--- src/hdl/serial_word_params.svh ---
`ifndef SERIAL_WORD_PARAMS_SVH
`define SERIAL_WORD_PARAMS_SVH

// ----------------------------------------
// Word layout and address codes
// ----------------------------------------
`define WORD_W 24
`define ADDR_TWO_W 2
`define ADDR_THREE_W 3
`define ADDR_FOUR_W 4
`define ADDR_FIVE_W 5
`define ADDR_ONE 2'h1
`define ADDR_TWO 2'h2
`define ADDR_THREE 3'h3
`define ADDR_FOUR 4'h7
`define ADDR_FIVE 5'h0f
`define DEF_SEL_BIT 23

// ----------------------------------------
// Reset values
// ----------------------------------------
`define WORD_TWO_DEFAULT 24'hc87806
`define WORD_ZERO_RESET 24'h000000
`define DEF_SEL_RESET 1'h1

`endif

--- src/hdl/serial_word_pkg.sv ---
package serial_word_pkg;
  typedef enum logic [4:0] {
    SEL_NONE = 5'h01,
    SEL_TWO = 5'h02,
    SEL_THREE = 5'h04,
    SEL_FOUR = 5'h08,
    SEL_FIVE = 5'h10
  } word_sel_t;
endpackage

--- src/hdl/pin_sync.sv ---
`timescale 1ns/1ns
`default_nettype none
module pin_sync
(
  input wire logic clk,
  input wire logic rst_n,
  input wire logic d,
  output logic q
);
  logic meta_r;
  always_ff @(posedge clk or negedge rst_n)
  begin
    if (!rst_n)
    begin
      meta_r <= 1'b0;
      q <= 1'b0;
    end
    else
    begin
      meta_r <= d;
      q <= meta_r;
    end
  end
endmodule
`default_nettype wire

--- src/hdl/synth_serial_word.sv ---
// Functional notes
// - Low bits 011 select word three.
// - Low bits 0111 select word four.
// - Low bits 01111 select word five.
// - Words three to five need default-select clear.
// - Word two resets to fixed default pattern.
// - Default-select picks built-in or programmed word two.
// - Low bits 10 select word two.
`timescale 1ns/1ns
`default_nettype none
`include "serial_word_params.svh"
module synth_serial_word
(
  input wire logic ref_clk,
  input wire logic rst_n,
  input wire logic serial_data,
  input wire logic serial_clk,
  input wire logic word_latch_strobe,
  output logic default_set_select,
  output logic [23:0] config_word_two,
  output logic [23:0] config_word_three,
  output logic [23:0] config_word_four,
  output logic [23:0] config_word_five,
  output logic [23:0] active_word_two
);

  // ----------------------------------------
  // Pin synchronisers
  // ----------------------------------------
  logic data_s;
  logic clk_s;
  logic latch_s;
  pin_sync u_sync_data (.clk(ref_clk), .rst_n(rst_n), .d(serial_data),
    .q(data_s));
  pin_sync u_sync_clk (.clk(ref_clk), .rst_n(rst_n), .d(serial_clk),
    .q(clk_s));
  pin_sync u_sync_latch (.clk(ref_clk), .rst_n(rst_n),
    .d(word_latch_strobe), .q(latch_s));

  logic clk_d_r;
  logic latch_d_r;
  logic [23:0] shift_r;
  logic [23:0] shift_nxt;
  always_ff @(posedge ref_clk or negedge rst_n)
  begin
    if (!rst_n)
    begin
      clk_d_r <= 1'b0;
      latch_d_r <= 1'b0;
    end
    else
    begin
      clk_d_r <= clk_s;
      latch_d_r <= latch_s;
    end
  end

  wire clk_rise = clk_s & ~clk_d_r;
  wire latch_rise = latch_s & ~latch_d_r;

  // ----------------------------------------
  // Shift register
  // ----------------------------------------
  // MSB-first shift
  assign shift_nxt = clk_rise ? {shift_r[22:0], data_s} : shift_r;
  always_ff @(posedge ref_clk or negedge rst_n)
  begin
    if (!rst_n)
      shift_r <= `WORD_ZERO_RESET;
    else
      shift_r <= shift_nxt;
  end

  property p_shift_msb;
    @(posedge ref_clk) disable iff (!rst_n)
    clk_rise |=> shift_r[0] == $past(data_s)
      && shift_r[23:1] == $past(shift_r[22:0]);
  endproperty
  a_shift_msb: assert property (p_shift_msb)
    else $error("serial shift wrong");

  // ----------------------------------------
  // Address decode
  // ----------------------------------------
  // word two code
  wire hit_two = shift_r[1:0] == `ADDR_TWO;
  wire hit_three = shift_r[2:0] == `ADDR_THREE;
  wire hit_four = shift_r[3:0] == `ADDR_FOUR;
  wire hit_five = shift_r[4:0] == `ADDR_FIVE;
  wire hit_one = shift_r[1:0] == `ADDR_ONE;

  serial_word_pkg::word_sel_t sel;
  assign sel = hit_two ? serial_word_pkg::SEL_TWO :
    hit_five ? serial_word_pkg::SEL_FIVE :
    hit_four ? serial_word_pkg::SEL_FOUR :
    hit_three ? serial_word_pkg::SEL_THREE : serial_word_pkg::SEL_NONE;

  wire prog_ok = ~default_set_select;
  wire wr_one = latch_rise & hit_one;
  wire wr_two = latch_rise & (sel == serial_word_pkg::SEL_TWO);
  wire wr_three = latch_rise & prog_ok & (sel == serial_word_pkg::SEL_THREE);
  wire wr_four = latch_rise & prog_ok & (sel == serial_word_pkg::SEL_FOUR);
  wire wr_five = latch_rise & prog_ok & (sel == serial_word_pkg::SEL_FIVE);

  // ----------------------------------------
  // Configuration words
  // ----------------------------------------
  // update on latch pulse
  always_ff @(posedge ref_clk or negedge rst_n)
  begin
    if (!rst_n)
      default_set_select <= `DEF_SEL_RESET;
    else if (wr_one)
      default_set_select <= shift_r[`DEF_SEL_BIT];
  end

  always_ff @(posedge ref_clk or negedge rst_n)
  begin
    if (!rst_n)
      config_word_two <= `WORD_TWO_DEFAULT;
    else if (wr_two)
      config_word_two <= shift_r;
  end

  property p_two_store;
    @(posedge ref_clk) disable iff (!rst_n)
    (latch_rise && shift_r[1:0] == 2'h2)
    |=> config_word_two == $past(shift_r);
  endproperty
  a_two_store: assert property (p_two_store)
    else $error("word two not stored");

  always_ff @(posedge ref_clk or negedge rst_n)
  begin
    if (!rst_n)
      config_word_three <= `WORD_ZERO_RESET;
    else if (wr_three)
      config_word_three <= shift_r;
  end

  property p_three_blocked;
    @(posedge ref_clk) disable iff (!rst_n)
    (latch_rise && default_set_select) |=> $stable(config_word_three);
  endproperty
  a_three_blocked: assert property (p_three_blocked)
    else $error("word three changed while defaults selected");

  property p_three_store;
    @(posedge ref_clk) disable iff (!rst_n)
    (latch_rise && !default_set_select && shift_r[2:0] == 3'h3)
    |=> config_word_three == $past(shift_r);
  endproperty
  a_three_store: assert property (p_three_store)
    else $error("word three not stored");

  always_ff @(posedge ref_clk or negedge rst_n)
  begin
    if (!rst_n)
      config_word_four <= `WORD_ZERO_RESET;
    else if (wr_four)
      config_word_four <= shift_r;
  end

  property p_four_store;
    @(posedge ref_clk) disable iff (!rst_n)
    (latch_rise && !default_set_select && shift_r[3:0] == 4'h7)
    |=> config_word_four == $past(shift_r);
  endproperty
  a_four_store: assert property (p_four_store)
    else $error("word four not stored");

  always_ff @(posedge ref_clk or negedge rst_n)
  begin
    if (!rst_n)
      config_word_five <= `WORD_ZERO_RESET;
    else if (wr_five)
      config_word_five <= shift_r;
  end

  property p_five_store;
    @(posedge ref_clk) disable iff (!rst_n)
    (latch_rise && !default_set_select && shift_r[4:0] == 5'h0f)
    |=> config_word_five == $past(shift_r);
  endproperty
  a_five_store: assert property (p_five_store)
    else $error("word five not stored");

  wire [23:0] active_two_nxt = default_set_select ? `WORD_TWO_DEFAULT :
    config_word_two;
  always_ff @(posedge ref_clk or negedge rst_n)
  begin
    if (!rst_n)
      active_word_two <= `WORD_TWO_DEFAULT;
    else
      active_word_two <= active_two_nxt;
  end

  property p_two_default;
    @(posedge ref_clk) disable iff (!rst_n)
    default_set_select [*2] |-> active_word_two == `WORD_TWO_DEFAULT;
  endproperty
  a_two_default: assert property (p_two_default)
    else $error("word two default wrong");

  property p_active_prog;
    @(posedge ref_clk) disable iff (!rst_n)
    (!default_set_select && $stable(config_word_two))
    |=> active_word_two == $past(config_word_two);
  endproperty
  a_active_prog: assert property (p_active_prog)
    else $error("programmed word two not used");

endmodule
`default_nettype wire

--- config.mk ---
export PLATFORM = sky130hd
export DESIGN_NAME = synth_serial_word
export DESIGN_NICKNAME = d
export VERILOG_FILES = /design/src/hdl/serial_word_pkg.sv /design/src/hdl/pin_sync.sv /design/src/hdl/synth_serial_word.sv
export VERILOG_INCLUDE_DIRS = /design/src /design/src/hdl
export SDC_FILE = /design/constraint.sdc
export NUM_CORES = 1
export LEC_CHECK = 0
export BUFFER_PORTS_ARGS = -buffer_cell sky130_fd_sc_hd__clkbuf_2
export CORE_MARGIN = 8
export CORE_UTILIZATION = 57
export CTS_BUF_LIST = sky130_fd_sc_hd__clkbuf_16
export DETAILED_ROUTE_END_ITERATION = 7
export HOLD_SLACK_MARGIN = 0.1
export PLACE_DENSITY = 0.83
export SLEW_MARGIN = 40
export SYNTH_ARGS = -nofsm -noshare
export SYNTH_HDL_FRONTEND = slang
export SYNTH_SLANG_ARGS = --single-unit
--- constraint.sdc ---
create_clock -name ref_clk -period 2.7 [get_ports ref_clk]
set_clock_uncertainty 0.05 [all_clocks]
set_input_delay 0.27 -clock ref_clk [delete_from_list [all_inputs] [get_ports ref_clk]]
set_output_delay 0.27 -clock ref_clk [all_outputs]
set_load 0.03 [all_outputs]
Yosys cells after proc, flatten, opt, wreduce, memory -nomap -nowiden
Cells that the tools add are included.
Widths: inputs -> output; s select.
- flip-flop bits (word level): 153
- output and inout port bits: 121
- logic and storage cells: 40
- eq/ne operators: 9
- mux-type cells: 5
- bitwise operators: 11
- operators with widths (kind ; number):
    $mux 24 ; 1
    $eq 5x4->1 const B ; 2
    $mux 5 ; 2
    $and 1x1->1 ; 8
    $eq 5x2->1 const B ; 1
    $eq 5x3->1 const B ; 1
    $eq 5x5->1 const B ; 1
    $eq 4x3->1 const B ; 1
    $mux 4 ; 1
    $eq 3x2->1 const B ; 1
    $mux 3 ; 1
    $not 1->1 ; 3
    $eq 2x1->1 const B ; 1
    $eq 2x2->1 const B ; 1

Logic depth before layout (Yosys ltp)
Gate-level depths: netlist of the first run.
- depth after elaboration: 7
- mapped depth: 5
- mapped depth without buffers: 3

By module
From an unflattened synthesis of the first run, not the netlist that was laid out.
- cell total of the unflattened synthesis: 323
- area, all modules: 5590.4 sq um
- by module, submodules not included (module ; times used ; cells each ; area each (sq um)):
    synth_serial_word ; 1 ; 317 ; 5440.2
    pin_sync ; 3 ; 2 ; 50.0

Worst setup path before layout of the first run
Ideal clock, no wire load.
- kind: register to register
- start point: register default_set_select
- end point: register config_word_five[10]
- data arrival time: 1.466 ns
- setup slack: 1.059 ns
- stages on the path, launching flop included: 6
- cells stage by stage: dfstp_2 > nor2b_2 > and3_1 > buf_6 > buf_12 > mux2_4
- cells in the longest elaborated chain, start to end: 3
- RTL lines (item ; line ; text):
    start: declaration ; synth_serial_word.sv:19 ; output logic default_set_select,
    start signal: assignment ; synth_serial_word.sv:112 ; default_set_select <= `DEF_SEL_RESET;
    start signal: assignment ; synth_serial_word.sv:114 ; default_set_select <= shift_r[`DEF_SEL_BIT];
    $not 1->1 ; synth_serial_word.sv:98 ; wire prog_ok = ~default_set_select;
    $and 1x1->1 (2 in series) ; synth_serial_word.sv:103 ; wire wr_five = latch_rise & prog_ok & (sel == serial_word_pkg::SEL_FIVE);
    end signal: assignment ; synth_serial_word.sv:175 ; config_word_five <= `WORD_ZERO_RESET;
    end signal: assignment ; synth_serial_word.sv:177 ; config_word_five <= shift_r;
    end: declaration ; synth_serial_word.sv:23 ; output logic [23:0] config_word_five,
No other way between the ends.
A chain may end at the register's enable or synchronous reset.

Worst setup path in the final report of the first run
- start point: register default_set_select
- end point: output default_set_select
No word-level cell between the ends.

==> flow_summary.toml, run 1 <==
[run_status]
run_status = "finished clean"

[clocking]
insertion_delay_ps = 420
h-tree-depth = 4
clk_pin_slew_worst_paths_ps = 60
cts_tree = "yes"
cts_buffers = 17
cts_buffer_depth = 2
cts_resized = 0
cts.sinks = 153
clock-root-buffer = "clkbuf_16"

[global_route]
grtUsageTotal_pct = 19.08
antenna_found_initial = 0
grt_pass1_wl_mm = 19.04
grt_max_degree = 71
grt_pass1_vias = 3475
grt_overflow = 0

[timing]
hold_violations = 0
worst_hold_slack_ps = 303.6
tns_ps = 0
worst_slew_pin_slew_ps = 628.5
drv_slew = 0
rsz0062_at_grt = "false"
layout_setup_ws_ps = 838.3
slew_headroom_pct = 58.10
min_period_ps = 1862
setup_viol = 0
finalCritPeriodShare_pct = 68.95
timing.fmax_mhz = 537.1

[layout]
finish.instance_area_mm2 = 0.007023
diodes = 0
nNetsFinal = 472
drive_gt1_share_pct = 64.58
area_delta_synth_final_pct = 25.63

[floorplan]
ios = 126
core_mm2 = 0.009639
die_h_um = 115.0
die_width_um = 115.0
start_util_pct = 58.00
dieArea_mm2 = 0.01323
placementRows = 36

[critical_path]
crit_path_max_incr_delay_ps = 540
end_kind = "output port"
r2r_cells = 4
crit_fanout = 26
critical_path.top_delay_family = "buffers and inverters"
start_kind = "register"
critPathSlowestCell = "dfstp_2"
crit_arrival_ps = 1540
r2r_setup_slack_ps = 900
crit_type = "register to output port"
regToRegStartpoint = "shift_r[1]"
worst_r2r_endpoint = "config_word_three[13]"
required_ps = 2380
worst-path-buf-inv = 2
path_cells = "buf_4 -> clkbuf_2"

[detailed_routing]
firstDrtPassIters = 4
drtIter0Drc = 123
via_per_inst = 5.080
routed_wl_mm = 11.78
antenna_left = 0
wire_per_inst_um = 19.22
drc_errors = 0
vias = 3114

[yosys]
synth_cell_types = 19
syn_avg_cell_area_um2 = 17.31
seq_area_frac_synth_pct = 68.91
synthesis.area_mm2 = 0.005590
synth_fp_nets = 328
synthCells = 323
synth_warnings = 0
ys_seq_elements = 153

[pwr]
ir_drop_mv = 0.6001
clockPowerShare_pct = 33.0
combPwrFrac_pct = 23.8
switching_share_pct = 32.56
p_per_area_mw_per_mm2 = 1050
intPower_w = 0.004974
pwr-share-seq_pct = 43.2
p_leak_nw = 3.723
netSwitchingPower_w = 0.002401

[min_path]
worst_hold_path_type = "register to register"
hold_start = "u_sync_data.meta_r"
min_to = "u_sync_data.q"
min_path_cells = 0

[placed_design]
post_dp_cell_area_mm2 = 0.006370
pre_cts_slack_ps = 902.9
hpwlAfterDp_mm = 7.895
numPortBuffers = 125
routabilityCongestion = 0.7323

[run]
maxCapViolations = 0
-- per-layer routing --
layer	share of wire (%)	wire [um]	vias up	GRT usage (%)
met2	51	6021	79	30.83
met3	5.4	637	18	5.620
met1	41	4858	1629	23.16
li1	-	-	1388	-
met5	0	0	-	0
met4	2.2	262	0	9.019
-- Yosys cell counts --
master	instances	area share, %
mux2_2	87	18
nor2b_1	19	2.1
nand4b_2	1	0.27
dfstp_2	19	8.9
buf_2	3	0.27
nand4_2	1	0.22
or2_2	14	1.6
and3b_1	2	0.31
and4b_1	1	0.18
buf_12	1	0.36
mux2_4	20	5.4
and2_1	2	0.22
buf_4	2	0.27
nor2b_2	2	0.31
and3_1	1	0.11
clkbuf_1	3	0.20
nand2b_1	5	0.56
dfrtp_1	134	60
buf_6	6	1.2
-- what timing repair did --
item                                   CTS  global route
setup endpoints to repair                0             0
hold buffers                             4             0
endpoints found under the hold margin   63             0
setup buffers                            0             0
-- cells by family after synthesis --
logic type / share of synthesized area (%)
buf+inv: 2.305
flops: 68.91
mux: 22.90
simple gates: 5.886
-- state kept, by name, indices dropped and copies added, names as in the netlist, 24 cells and up --
| signal | flops |
|---|---|
| config_word_two | 24 |
| shift_r | 24 |
| config_word_four | 24 |
| config_word_three | 24 |
| active_word_two | 24 |
| config_word_five | 24 |
-- cell usage in the layout, fill, tap and decap left out, drive strengths merged --
cell type | synthesis | routed
and3 | 1 | 1
nand4b | 1 | 1
and3b | 2 | 2
and4b | 1 | 1
nand4 | 1 | 1
nor2b | 21 | 21
mux2 | 107 | 107
buf | 12 | 12
or2 | 14 | 14
bufinv | 0 | 4
and2 | 2 | 2
clkbuf | 3 | 141
dlygate4sd3 | 0 | 4
nand2b | 5 | 5
clkinvlp | 0 | 5
inv | 0 | 2
dfrtp | 134 | 134
dfstp | 19 | 19
clkinv | 0 | 4
-- metrics by stage --
stage	instances	util (%)	total power, W
after floorplan	323	-	0.004346
after global placement	577	66.08	0.004928
after detailed placement	577	66.08	0.004988
after CTS	613	72.86	0.007445
after global routing	613	72.86	0.007687
final	613	72.86	0.007375
-- power groups by stage --
stage,clock network [W],logic (W),registers (W)
6_report,0.00243,0.00175,0.00319
5_1_grt,0.00258,0.00185,0.00325
4_1_cts,0.00247,0.00179,0.00319
3_5_place_dp,0,0.00177,0.00321
3_3_place_gp,0,0.00174,0.00318
2_1_floorplan,0,0.000497,0.00385
-- layout make-up --
cell class / instances / area (um2)
clock inverters: 15 / 187.7
multi-input cells: 155 / 1612
repair buffers: 140 / 779.5
fillers: 632 / 2616
well taps: 133 / 166.4
clock buffers: 17 / 425.4
flip-flops and latches: 153 / 3852
-- worst register-to-register path, cell delays in order (launching register included) --
cell and delay (ps):
dfrtp_1 400, nor2b_2 230, nand4b_2 390, buf_12 310
mux2_4 300
-- worst max-delay path by stage --
stage,start,endpoint,depth (start not counted)
2_1_floorplan,default_set_select,config_word_five[10],5
3_3_place_gp,shift_r[1],config_word_three[6],4
3_5_place_dp,shift_r[1],config_word_three[11],4
4_1_cts,default_set_select,default_set_select,2
5_1_grt,default_set_select,default_set_select,2
6_report,default_set_select,default_set_select,2
(Power assumes the default switching activity.)
==> run 2, diff against run 1 <==
--- a/config.mk
+++ b/config.mk
@@ -8,11 +8,11 @@
 export LEC_CHECK = 0
 export BUFFER_PORTS_ARGS = -buffer_cell sky130_fd_sc_hd__clkbuf_2
 export CORE_MARGIN = 8
-export CORE_UTILIZATION = 57
+export CORE_UTILIZATION = 53
 export CTS_BUF_LIST = sky130_fd_sc_hd__clkbuf_16
 export DETAILED_ROUTE_END_ITERATION = 7
 export HOLD_SLACK_MARGIN = 0.1
-export PLACE_DENSITY = 0.83
+export PLACE_DENSITY = 0.78
 export SLEW_MARGIN = 40
 export SYNTH_ARGS = -nofsm -noshare
 export SYNTH_HDL_FRONTEND = slang
==> constraint.sdc (replaced) <==
create_clock -name ref_clk -period 1.9 [get_ports ref_clk]
set_clock_uncertainty 0.05 [all_clocks]
set_input_delay 0.19 -clock ref_clk [delete_from_list [all_inputs] [get_ports ref_clk]]
set_output_delay 0.19 -clock ref_clk [all_outputs]
set_load 0.03 [all_outputs]
==> run 2 against run 1 <==
- clock-buffer cell count stayed put
- first-iteration DRC count shrank 26%
- sequential share of layout area down 0.18 points
- combinational power rose by 43%
- critical path depth unchanged
- largest power group unchanged
- highest routed layer unchanged
- wire length shrank 1.9%
- utilization shrank 4.3 points
==> flow_summary.toml, run 2 (synthesis results as in run 1) <==
[run_status]
run_status = "finished clean"

[floorplan]
dieArea_mm2 = 0.01409
die_width_um = 118.7
core_mm2 = 0.01028
start_util_pct = 54.39
ios = 126
placementRows = 37
die_h_um = 118.7

[clocking]
cts_tree = "yes"
clk_pin_slew_worst_paths_ps = 60
cts_buffers = 17
cts_buffer_depth = 2
clock-root-buffer = "clkbuf_16"
cts.sinks = 153
insertion_delay_ps = 410
h-tree-depth = 4

[layout]
drive_gt1_share_pct = 64.67
diodes = 0
fillers = 739
nNetsFinal = 476
area_delta_synth_final_pct = 26.03
final_common_cell = "dfrtp_1"
layout_common_cells = "dfrtp_1 (134), clkbuf_2 (124), mux2_2 (87)"
finalNonFillerCells = 620

[timing]
finalCritPeriodShare_pct = 92.73
min_period_ps = 1762
worst_slew_pin_slew_ps = 511.4
rsz0062_at_grt = "false"
drv_slew = 0
timing.fmax_mhz = 567.6
hold_violations = 0
tns_ps = 0
setup_viol = 0
slew_headroom_pct = 65.91
worst_hold_slack_ps = 255.7

[detailed_routing]
antenna_left = 0
via_per_inst = 5.024
vias = 3115
routed_wl_mm = 11.56
wire_per_inst_um = 18.65
firstDrtPassIters = 4
drtIter0Drc = 91
drc_errors = 0

[placed_design]
routabilityCongestion = 0.7863
numPortBuffers = 125
hpwlAfterDp_mm = 7.967
dp_cells = 584

[critical_path]
crit_arrival_ps = 1520
critPathSlowestCell = "dfstp_2"
required_ps = 1660
end_kind = "output port"
crit_type = "register to output port"
worst-path-buf-inv = 2
worst_r2r_endpoint = "config_word_two[7]"
r2r_setup_slack_ps = 240
crit_path_max_incr_delay_ps = 530
r2r_cells = 4
critical_path.top_delay_family = "buffers and inverters"
start_kind = "register"
path_cells = "buf_4 -> clkbuf_2"
crit_fanout = 26
regToRegStartpoint = "u_sync_latch.q"

[pwr]
ir_drop_mv = 0.9735
p_per_area_mw_per_mm2 = 1448
p_leak_nw = 3.728

[global_route]
grt_pass1_wl_mm = 19.49
grt_overflow = 0
grt_pass1_vias = 3516
grtUsageTotal_pct = 17.54
grt_max_degree = 57
antenna_found_initial = 0

[min_path]
worst_hold_path_type = "input port to asynchronous set/reset pin"

[run]
maxCapViolations = 0
==> run 2: power by group <==
part           switching, W  internal, W  total [W]
registers          0.000531      0.00399    0.00452
clock network       0.00126      0.00191    0.00317
logic               0.00160     0.000915    0.00251
total               0.00339      0.00681     0.0102
==> run 2: worst max-delay path by stage <==
stage | start | to | cells after the start
detailed placement | latch_d_r | config_word_two[7] | 4
finish | default_set_select | default_set_select | 2
CTS | default_set_select | default_set_select | 2
global placement | shift_r[4] | config_word_five[5] | 4
global route | default_set_select | default_set_select | 2
floorplan | default_set_select | config_word_five[10] | 5
==> run 2: metrics by stage <==
| stage | power (W) | cell area (um2) | worst slack, ps | util (%) |
|---|---|---|---|---|
| finish | 0.01020 | 7046 | 138.2 | 68.55 |
| global route | 0.01067 | 7046 | 94.21 | 68.55 |
| CTS | 0.01031 | 7046 | 129.5 | 68.55 |
| detailed placement | 0.007111 | 6441 | 240.7 | 62.67 |
| global placement | 0.007013 | 6441 | 290.5 | 62.67 |
| floorplan | 0.006175 | 5590 | 258.6 | - |
==> run 2: layout make-up <==
type / instances / area [um2] / share of cell area, %
well taps: 136 / 170.2 / 2.415
clock inverters: 15 / 138.9 / 1.971
flip-flops and latches: 153 / 3852 / 54.68
clock buffers: 17 / 425.4 / 6.038
repair buffers: 144 / 847.1 / 12.02
multi-input cells: 155 / 1612 / 22.87
==> run 2: timing repair <==
| action | CTS | global route |
|---|---|---|
| endpoints found under the hold margin | 96 | 0 |
| buffers inserted | 0 | 0 |
| resized for setup | 0 | 0 |
| hold buffers | 4 | 0 |
==> run 2: layer usage <==
metal / routed length (um) / vias to the layer above / global-route usage [%] / share of wire, %
li1: - / 1408 / - / -
met1: 4916 / 1622 / 20.93 / 43
met2: 5948 / 73 / 29.04 / 51
met3: 527 / 12 / 5.664 / 4.6
met4: 168 / 0 / 6.798 / 1.5
met5: 0 / - / 0 / 0
